<file path="src/common/socket_gc_pkg.sv">
// Constants and types shared by the socket global control register block
package socket_gc_pkg;

   // Register byte offsets from the socket register base
   localparam logic [11:0] GLOBAL_CTRL_OFS      = 12'h81e;
   localparam logic [11:0] STATUS_CHANGE_OFS    = 12'h804;
   localparam logic [11:0] CARD_DETECT_CTRL_OFS = 12'h816;

   // Global control field positions
   localparam int CARD_B_LVL_BIT  = 4;
   localparam int CARD_A_LVL_BIT  = 3;
   localparam int FLAG_CLR_BIT    = 2;
   localparam int CSC_LVL_BIT     = 1;
   localparam int LOW_PWR_BIT     = 0;

   // Global control reset value and writable bits
   localparam logic [7:0] GLOBAL_CTRL_RST   = 8'h00;
   localparam logic [7:0] GLOBAL_CTRL_WMASK = 8'h1f;
   // Bits that any socket reset clears; the rest wait for the global reset
   localparam logic [7:0] SOCKET_RST_MASK   = 8'h18;

   // Status-change flags
   localparam int         STATUS_FLAG_W   = 4;
   localparam int         CD_CHANGE_BIT   = 3;
   localparam logic [3:0] STATUS_FLAG_RST = 4'h0;

   // Software card-detect request bit in the card detect control register
   localparam int SOFT_REQ_BIT = 5;

   // Pin synchroniser depth
   localparam int SYNC_STAGES = 3;

   // Power-down sequencing, one-hot
   typedef enum logic [2:0] {
      PD_OFF  = 3'b001,
      PD_HIZ  = 3'b010,
      PD_WAKE = 3'b100
   } pd_state_t;

endpackage : socket_gc_pkg

</file>
<file path="src/common/status_change_if.sv">
// Carrier between the global control register and the status-change flags
`timescale 1ns/1ps
`default_nettype none
interface status_change_if;
   import socket_gc_pkg::*;

   logic                     socket_reset;
   logic                     read_strobe;
   logic                     write_strobe;
   logic [7:0]               wdata;
   logic                     writeback_mode;
   logic                     soft_req_set;
   logic [STATUS_FLAG_W-1:0] events;
   logic [STATUS_FLAG_W-1:0] flags;
   logic                     soft_req;

   modport ctrl (
      output socket_reset,
      output read_strobe,
      output write_strobe,
      output wdata,
      output writeback_mode,
      output soft_req_set,
      output events,
      input  flags,
      input  soft_req
   );

   modport flag_blk (
      input  socket_reset,
      input  read_strobe,
      input  write_strobe,
      input  wdata,
      input  writeback_mode,
      input  soft_req_set,
      input  events,
      output flags,
      output soft_req
   );
endinterface : status_change_if
`default_nettype wire

</file>
<file path="src/socket_global_control_reg.sv">
// Socket global control register with interrupt signalling and power-down control
`timescale 1ns/1ps
`default_nettype none

//
// Behaviour
// - Bits 7 to 5 read zero, writes ignored
// - Bit 4: card B interrupt edge or level
// - Bit 3: card A interrupt edge or level
// - Bit 2 low: status read clears flags
// - Bit 2 high: flags clear by writing one
// - Bit 1: status-change interrupt edge or level
// - Bit 0: card outputs float until cycle
// - Card outputs float again after each cycle
// - Interrupts still taken; only access wakes
// - Bits 2 to 0 cleared by global reset only
// - Decoded at 81Eh, resets to zero
// - Write-one card-detect clear drops soft request
module socket_global_control_reg
   import socket_gc_pkg::*;
(
   input  wire logic                     clk,
   input  wire logic                     arst_n,
   input  wire logic                     socket_reset,
   input  wire logic [11:0]              reg_addr,
   input  wire logic                     reg_wr,
   input  wire logic                     reg_rd,
   input  wire logic [7:0]               reg_wdata,
   output logic      [7:0]               reg_rdata,
   output logic                          reg_rvalid,
   input  wire logic                     card_a_irq_pin,
   input  wire logic                     card_b_irq_pin,
   input  wire logic [STATUS_FLAG_W-1:0] status_events,
   input  wire logic                     cd_irq_enable,
   input  wire logic                     card_cycle_active,
   output logic                          host_irq_a,
   output logic                          host_irq_b,
   output logic                          host_irq_status,
   output logic                          card_out_en,
   output logic                          low_power_active
);

   localparam int NUM_PINS = 2;

   typedef struct packed {
      logic [7:0]                            ctrl;
      logic [NUM_PINS-1:0][SYNC_STAGES-1:0]  sync;
      logic [NUM_PINS-1:0]                   pin_level;
      logic [STATUS_FLAG_W-1:0]              flags_seen;
      pd_state_t                             pd;
      logic [7:0]                            rdata;
      logic                                  rvalid;
      logic                                  irq_a;
      logic                                  irq_b;
      logic                                  irq_status;
      logic                                  out_en;
      logic                                  low_power;
   } ctrl_state_t;

   ctrl_state_t s_q;
   ctrl_state_t s_d;

   status_change_if sc_if ();

   // Address match, used for every register in the map
   function automatic logic addr_hit(input logic [11:0] addr, input logic [11:0] ofs);
      addr_hit = (addr == ofs);
   endfunction : addr_hit

   // A synchronised pin counts once its second and third stages agree
   function automatic logic stages_agree(input logic [SYNC_STAGES-1:0] chain);
      stages_agree = (chain[1] == chain[2]);
   endfunction : stages_agree

   // Host interrupt shaping: pulse on a new event, or follow the source
   function automatic logic irq_shape(input logic level_sel,
                                      input logic src_now,
                                      input logic src_new);
      irq_shape = level_sel ? src_now : src_new;
   endfunction : irq_shape

   logic hit_ctrl;
   logic hit_status;
   logic hit_cd_ctrl;

   assign hit_ctrl    = addr_hit(reg_addr, GLOBAL_CTRL_OFS);
   assign hit_status  = addr_hit(reg_addr, STATUS_CHANGE_OFS);
   assign hit_cd_ctrl = addr_hit(reg_addr, CARD_DETECT_CTRL_OFS);

   assign sc_if.socket_reset   = socket_reset;
   assign sc_if.read_strobe    = reg_rd && hit_status;
   assign sc_if.write_strobe   = reg_wr && hit_status;
   assign sc_if.wdata          = reg_wdata;
   assign sc_if.writeback_mode = s_q.ctrl[FLAG_CLR_BIT];
   assign sc_if.soft_req_set   = reg_wr && hit_cd_ctrl && reg_wdata[SOFT_REQ_BIT]
                                 && cd_irq_enable;
   assign sc_if.events         = status_events;

   status_change_flags u_flags (
      .clk    (clk),
      .arst_n (arst_n),
      .sc     (sc_if.flag_blk)
   );

   always_comb begin
      logic [NUM_PINS-1:0]      pin_rise;
      logic [STATUS_FLAG_W-1:0] new_flags;
      s_d       = s_q;
      pin_rise  = '0;
      new_flags = '0;

      // Register write; the top three bits are never stored
      if (reg_wr && hit_ctrl) begin
         s_d.ctrl = reg_wdata & GLOBAL_CTRL_WMASK;
      end
      // Socket reset touches only the interrupt mode bits of cards A and B
      if (socket_reset) begin
         s_d.ctrl = s_d.ctrl & ~SOCKET_RST_MASK;
      end

      // Read data, captured before any read-clear takes effect
      s_d.rvalid = reg_rd;
      s_d.rdata  = 8'h00;
      if (reg_rd) begin
         if (hit_ctrl) begin
            s_d.rdata = s_q.ctrl & GLOBAL_CTRL_WMASK;
         end else if (hit_status) begin
            s_d.rdata = {{(8 - STATUS_FLAG_W){1'b0}}, sc_if.flags};
         end else begin
            s_d.rdata = 8'h00;
         end
      end

      // Card interrupt pins pass a three-stage synchroniser
      for (int i = 0; i < NUM_PINS; i++) begin
         if (stages_agree(s_q.sync[i])) begin
            s_d.pin_level[i] = s_q.sync[i][2];
            pin_rise[i]      = s_q.sync[i][2] && !s_q.pin_level[i];
         end
      end
      s_d.sync[0] = {s_q.sync[0][SYNC_STAGES-2:0], card_a_irq_pin};
      s_d.sync[1] = {s_q.sync[1][SYNC_STAGES-2:0], card_b_irq_pin};

      // Functional interrupts keep arriving whatever the power state
      s_d.irq_a = irq_shape(s_q.ctrl[CARD_A_LVL_BIT], s_d.pin_level[0],
                            pin_rise[0]);
      s_d.irq_b = irq_shape(s_q.ctrl[CARD_B_LVL_BIT], s_d.pin_level[1],
                            pin_rise[1]);

      // Status-change interrupt from newly set flags
      new_flags        = sc_if.flags & ~s_q.flags_seen;
      s_d.flags_seen   = sc_if.flags;
      // A pending software card-detect request holds a level interrupt too
      s_d.irq_status   = irq_shape(s_q.ctrl[CSC_LVL_BIT],
                                   (|sc_if.flags) | sc_if.soft_req,
                                   |new_flags);

      // Power-down sequencing of the card outputs
      s_d.low_power = s_d.ctrl[LOW_PWR_BIT];
      case (s_q.pd)
         PD_OFF: begin
            if (s_q.ctrl[LOW_PWR_BIT]) begin
               s_d.pd = card_cycle_active ? PD_WAKE : PD_HIZ;
            end
         end
         PD_HIZ: begin
            if (!s_q.ctrl[LOW_PWR_BIT]) begin
               s_d.pd = PD_OFF;
            end else if (card_cycle_active) begin
               s_d.pd = PD_WAKE;
            end
         end
         PD_WAKE: begin
            if (!card_cycle_active) begin
               s_d.pd = s_q.ctrl[LOW_PWR_BIT] ? PD_HIZ : PD_OFF;
            end
         end
         default: begin
            s_d.pd = PD_OFF;
         end
      endcase
      s_d.out_en = (s_d.pd != PD_HIZ);
   end

   always_ff @(posedge clk or negedge arst_n) begin
      if (!arst_n) begin
         s_q <= '{ctrl:       GLOBAL_CTRL_RST,
                  sync:       '0,
                  pin_level:  '0,
                  flags_seen: STATUS_FLAG_RST,
                  pd:         PD_OFF,
                  rdata:      8'h00,
                  rvalid:     1'b0,
                  irq_a:      1'b0,
                  irq_b:      1'b0,
                  irq_status: 1'b0,
                  out_en:     1'b1,
                  low_power:  1'b0};
      end else begin
         s_q <= s_d;
      end
   end

   assign reg_rdata        = s_q.rdata;
   assign reg_rvalid       = s_q.rvalid;
   assign host_irq_a       = s_q.irq_a;
   assign host_irq_b       = s_q.irq_b;
   assign host_irq_status  = s_q.irq_status;
   assign card_out_en      = s_q.out_en;
   assign low_power_active = s_q.low_power;

endmodule : socket_global_control_reg
`default_nettype wire

</file>
<file path="src/status_change_flags.sv">
// Card status-change flags with read-clear or write-one-clear behaviour
`timescale 1ns/1ps
`default_nettype none
module status_change_flags
   import socket_gc_pkg::*;
(
   input  wire logic          clk,
   input  wire logic          arst_n,
   status_change_if.flag_blk  sc
);

   typedef struct packed {
      logic [STATUS_FLAG_W-1:0] flags;
      logic                     soft_req;
   } flag_state_t;

   flag_state_t s_q;
   flag_state_t s_d;

   always_comb begin
      logic [STATUS_FLAG_W-1:0] clr;
      logic [STATUS_FLAG_W-1:0] set;
      clr = '0;
      set = sc.events;
      s_d = s_q;
      if (sc.read_strobe && !sc.writeback_mode) begin
         clr = '1;
      end
      if (sc.write_strobe && sc.writeback_mode) begin
         clr = sc.wdata[STATUS_FLAG_W-1:0];
      end
      if (sc.soft_req_set) begin
         set[CD_CHANGE_BIT] = 1'b1;
      end
      // A new event beats a clear in the same cycle
      s_d.flags = (s_q.flags & ~clr) | set;
      // The request never outlives the card-detect change flag it raised
      if (clr[CD_CHANGE_BIT]) begin
         s_d.soft_req = 1'b0;
      end
      if (sc.soft_req_set) begin
         s_d.soft_req = 1'b1;
      end
      if (sc.socket_reset) begin
         s_d.flags    = STATUS_FLAG_RST;
         s_d.soft_req = 1'b0;
      end
   end

   always_ff @(posedge clk or negedge arst_n) begin
      if (!arst_n) begin
         s_q <= '{flags: STATUS_FLAG_RST, soft_req: 1'b0};
      end else begin
         s_q <= s_d;
      end
   end

   assign sc.flags    = s_q.flags;
   assign sc.soft_req = s_q.soft_req;

endmodule : status_change_flags
`default_nettype wire

</file>
<file path="config.mk">
export PLATFORM = sky130hd
export DESIGN_NAME = socket_global_control_reg
export DESIGN_NICKNAME = d
export VERILOG_FILES = /design/src/common/socket_gc_pkg.sv /design/src/common/status_change_if.sv /design/src/socket_global_control_reg.sv /design/src/status_change_flags.sv
export SDC_FILE = /design/constraint.sdc
export NUM_CORES = 1
export LEC_CHECK = 0
export BUFFER_PORTS_ARGS = -buffer_cell sky130_fd_sc_hd__buf_4
export CAP_MARGIN = 20
export CORE_MARGIN = 2
export CORE_UTILIZATION = 50
export DETAILED_ROUTE_END_ITERATION = 8
export GPL_ROUTABILITY_DRIVEN = 1
export HOLD_SLACK_MARGIN = 0.02
export PLACE_DENSITY_LB_ADDON = 0.1
export SETUP_SLACK_MARGIN = 0.3
export SLEW_MARGIN = 20
export SYNTH_ARGS = -nofsm -noshare
export SYNTH_HDL_FRONTEND = slang
export SYNTH_HIERARCHICAL = 1
export SYNTH_SLANG_ARGS = --single-unit
</file>
<file path="constraint.sdc">
create_clock -name clk -period 1.37 [get_ports clk]
set_input_delay 0.0685 -clock clk [delete_from_list [all_inputs] [get_ports clk]]
set_output_delay 0.0685 -clock clk [all_outputs]
set_load 0.05 [all_outputs]
</file>
[Yosys cells after proc, flatten, opt, wreduce, memory -nomap -nowiden]
Index checks and enable logic that the tools add are counted.
Widths: inputs -> output; s select.
Cells by class
  mux-type cells: 25
  bitwise gates (word level): 6
  equality and inequality tests: 9
  reduce and logical (&&, ||, !) cells: 17
Operators by type and width (count)
  $eq 12x12->1 const B: 3
  $mux 8: 2
  $mux 3: 5
  $mux 5: 3
  $mux 4: 3
  $logic_and 1x1->1: 10
  $mux 1: 10
  $pmux 3 s3: 1
  $and 4x4->4: 2
  $not 4->4: 2
  $reduce_or 4->1: 2
  $or 4x4->4: 1
  $eq 3x1->1 const B: 1
  $eq 3x2->1 const B: 1
  $eq 3x3->1 const B: 1
  $logic_not 1->1: 3
  $ne 3x2->1 const B: 1
  $reduce_bool 3->1: 1
  $eq 1x1->1: 2
  $mux 2: 1
  $reduce_bool 2->1: 1
  $or 1x1->1: 1
Storage, ports and cells
  register bits: 42
  output and inout bits: 14

[Depth between registers and ports, before layout]
  depth after elaboration: 9
  depth in mapped cells: 5

[Modules after synthesis]
Netlist, hierarchy kept.
By module, submodules not included
  socket_global_control_reg: times used 1, cells an instance 99, area an instance 1252.5 sq um
  status_change_flags: times used 1, cells an instance 26, area an instance 304.0 sq um

[Worst setup path before layout]
No wires, ideal clock.
  path kind: input port to flip-flop
  start point: in reg_addr[0]
  end point: reg u_flags.s_q, in the netlist u_flags/sc.flags[3]
  cell stages on the path: 4
  required time: 1.235 ns
  path slack: -0.357 ns
  arrival time: 1.592 ns
  cell sequence: or4b_2 nor4_2 nor2b_2 o32ai_2
RTL lines
  start, declared: RTL line socket_global_control_reg.sv:25  | input wire logic [11:0] reg_addr,
  end signal, assigned: RTL line status_change_flags.sv:52  | s_q <= '{flags: STATUS_FLAG_RST, soft_req: 1'b0};
  end, declared: RTL line status_change_flags.sv:17  | flag_state_t s_q;

==> impl_metrics.sql <==
INSERT INTO impl_metrics (metric_group, metric, value, unit) VALUES
('placement', 'gp_congestion', '0.774', ''),
('clock_tree', 'cts_tree', 'done', ''),
('global_routing', 'number_of_global_route_vias_before_repair', '1200', ''),
('synthesis', 'yosys.cell_count.top_type', 'sky130_fd_sc_hd__dfrtp_1', ''),
('global_routing', 'grt_start_max_net_pins', '36', ''),
('power', 'power_switching_share', '25.5', '%'),
('power', 'p_comb_share', '14.5', '%'),
('critical_path', 'worst-endpoint-required', '1580', 'ps'),
('placement', 'buffer_ports.inserted', '41', ''),
('critical_path', 'crit_fanout', '4', ''),
('synthesis', 'yosysSeqAreaShare', '56.4', '%'),
('route', 'met3RoutedLength', '137', 'microns'),
('timing', 'final-max-slew-violation-count', '0', ''),
('synthesis', 'synth_edf_count', '0', ''),
('route', 'detailedRoute.firstPassIterationCount', '4', ''),
('clock_tree', 'cts_root_buf', 'sky130_fd_sc_hd__clkbuf_4', ''),
('synthesis', 'synthTopCellsByArea', 'sky130_fd_sc_hd__dfrtp_1 (53%), sky130_fd_sc_hd__nand2b_1 (4.4%), sky130_fd_sc_hd__o41ai_2 (4.2%)', ''),
('route', 'antenna_violating_nets_post_route', '0', ''),
('cells_and_area', 'fill_cells', '212', ''),
('power', 'share_seq_of_total_power', '56.1', '%'),
('power', 'worst_ir_drop_vdd', '0.477', 'mV'),
('global_routing', 'grt_use_total', '20.5', '%'),
('clock_tree', 'clock-sinks', '35', ''),
('cells_and_area', 'layout-area-overhead-vs-synth', '44.9', '%'),
('clock_tree', 'clk_transition_reported_paths', '110', 'ps'),
('cells_and_area', 'drive_gt1_share', '47.4', '%'),
('die', 'floorplan.die_area', '3580', 'sq um'),
('timing', 'layout_worst_path_cycle_share', '96.9', '%'),
('run_status', 'status', 'finished clean', ''),
('route', 'num_vias', '1167', ''),
('route', 'route.final.wire_length', '3.23', 'mm'),
('synthesis', 'synth_top_area_share', '53.1', '%'),
('route', 'met1Wirelength', '1.37', 'mm'),
('critical_path', 'crit_path_end_kind', 'flop', ''),
('placement', 'hpwlAfterDp', '2.20', 'mm'),
('timing', 'unrepaired_setup_endpoints_after_global_routing', 'yes', ''),
('global_routing', 'grt_first_pass_wirelength', '5.35', 'mm'),
('critical_path', 'crit_arrival', '1540', 'ps'),
('cells_and_area', 'finalNetCount', '224', ''),
('route', 'drc_errors', '0', ''),
('power', 'switchingPower', '0.504', 'mW'),
('power', 'power.density', '876', 'nW/um^2'),
('timing', 'achievable-frequency', '753', 'MHz'),
('clock_tree', 'worst_skew_pair.late_latency', '330', 'ps'),
('synthesis', 'mappedNetlistArea', '1560', 'sq um'),
('critical_path', 'worstSetupStartpoint', 'reg_addr[9]', ''),
('min_path', 'worstHoldPathType', 'input port to flop', ''),
('synthesis', 'netlist-cell-type-count', '40', ''),
('die', 'placementRows', '20', ''),
('timing', 'timing.final.hold_violations', '0', ''),
('min_path', 'holdCritStartpoint', 'socket_reset', ''),
('critical_path', 'critPathSlowestCell', 'sky130_fd_sc_hd__or4b_4', ''),
('critical_path', 'worst_r2r_startpoint', 's_q[14]', ''),
('global_routing', 'antenna_found_initial', '0', ''),
('route', 'met2RoutedLength', '1.68', 'mm'),
('job', 'max-cap-violations', '0', ''),
('route', 'drt-vias-per-instance', '5.19', ''),
('clock_tree', 'inserted_clock_buffers', '5', ''),
('die', 'pin_count', '47', ''),
('placement', 'placedCellCount', '200', ''),
('die', 'floorplan.initialDensity', '51.8', '%'),
('cells_and_area', 'finish.cell_count_without_fillers', '225', ''),
('timing', 'timing.final.setup_violations', '0', ''),
('synthesis', 'async_flop_share', '100', '%'),
('power', 'power_leakage', '1.06', 'nW'),
('critical_path', 'critical_path.max_stage_delay', '570', 'ps'),
('synthesis', 'most_common_library_cells_after_synthesis', 'sky130_fd_sc_hd__dfrtp_1 (33), sky130_fd_sc_hd__nand2b_1 (11), sky130_fd_sc_hd__inv_1 (10)', ''),
('power', 'internal_power', '1.47', 'mW'),
('global_routing', 'gr-total-overflow', '0', ''),
('route', 'drt-wirelength-per-cell', '14.3', 'microns'),
('critical_path', 'path_class', 'input port to flop', '');
-- critical path, delay by kind of cell --
family                 cells  cell delay [ps]
AND/OR/NAND/NOR            4             1320
AO/OA/AOI/OAI              1               70
buffers and inverters      1               90
-- cell type report --
| type | count | area (sq um) | share of cell area, % |
|---|---|---|---|
| inverters | 10 | 37.5 | 1.66 |
| clock inverters | 1 | 5.00 | 0.222 |
| well taps | 33 | 41.3 | 1.83 |
| clock buffers | 7 | 55.1 | 2.44 |
| multi-input cells | 73 | 687 | 30.4 |
| flip-flops and latches | 35 | 881 | 39.0 |
| repair buffers | 66 | 549 | 24.3 |
-- cells by family (layout without fill, tap and decap cells) --
family                     after synthesis  after routing  synth area share, %
and+or+nand+nor                         40             40                 18.4
xor gates and xnor gates                 1              1                0.563
DFF                                     35             35                 56.4
AOI/OAI and AO/OA                       21             21                 12.0
other                                    1              3                0.241
muxes                                    6              6                 4.10
buffers and inverters                   19             84                 6.99
adders and majority gates                2              2                 1.29
-- final timing paths --
| kind | end | slack, ps | cells after the start |
|---|---|---|---|
| max in group asynchronous | card_out_en | 810 | 2 |
| worst max-delay path | u_flags/sc.flags[3] | 40 | 6 |
| worst min register to register | s_d[28] | 360 | 0 |
| worst min-delay path | u_flags/sc.flags[0] | 40 | 2 |
| min in group asynchronous | s_q[16] | 230 | 2 |
| worst max register to register | s_q[15] | 200 | 3 |
-- power groups by stage --
stage,combinational (mW),clock [mW],sequential (mW)
floorplan,0.0963,0,1.16
global placement,0.238,0,1.12
detailed placement,0.245,0,1.13
CTS,0.280,0.593,1.11
global route,0.311,0.640,1.12
finish,0.286,0.581,1.11
-- repair_timing --
item / in CTS / in global routing
hold endpoints to repair: 50 / 0
cloned: 0 / 0
resized for setup: 7 / 11
buffers inserted: 3 / 0
hold buffers: 14 / 0
pin swaps: 8 / 10
setup endpoints to repair: 18 / 16
-- routing by layer --
metal	vias up	global-route usage (%)
met3	4	4.76
met2	39	34.8
met4	0	8.25
met5	-	0
met1	562	25.0
li1	562	-
-- layout by cell type (no fill, tap or decap), types with 2 or more instances in the layout --
cell type                        n
sky130_fd_sc_hd__a22o_1          4
sky130_fd_sc_hd__and3_4          2
sky130_fd_sc_hd__buf_4          48
sky130_fd_sc_hd__buf_6           3
sky130_fd_sc_hd__clkbuf_4        5
sky130_fd_sc_hd__conb_1          3
sky130_fd_sc_hd__dfrtp_1        31
sky130_fd_sc_hd__dfrtp_2         2
sky130_fd_sc_hd__dfstp_2         2
sky130_fd_sc_hd__dlygate4sd3_1  14
sky130_fd_sc_hd__inv_1          10
sky130_fd_sc_hd__maj3_1          2
sky130_fd_sc_hd__mux2_2          3
sky130_fd_sc_hd__mux2i_1         3
sky130_fd_sc_hd__nand2_1         3
sky130_fd_sc_hd__nand2b_1       11
sky130_fd_sc_hd__nor2_1          2
sky130_fd_sc_hd__nor4_4          2
sky130_fd_sc_hd__o21ai_0         5
sky130_fd_sc_hd__o41ai_2         4
sky130_fd_sc_hd__or4b_4          3
-- state kept, by name, indices dropped and copies added (netlist names) --
signal,cells
low_power_active,1
reg_rvalid,1
s_q,15
u_flags/sc.flags,4
s_d,4
card_out_en,1
host_irq_b,1
host_irq_status,1
reg_rdata,5
host_irq_a,1
u_flags/sc.soft_req,1
-- stage by stage --
step                util [%]  area, sq um  power, mW  setup TNS [ps]  setup slack, ps
global placement        64.9         1950       1.36           -2700             -290
detailed placement      64.9         1950       1.37           -3020             -356
finish                  75.1         2260       1.98               0             42.3
CTS                     73.4         2200       1.98               0             60.2
global route            75.1         2260       2.07               0             23.6
floorplan                  -         1610       1.25           -1010             -147
Power figures use the tool's default switching activity.
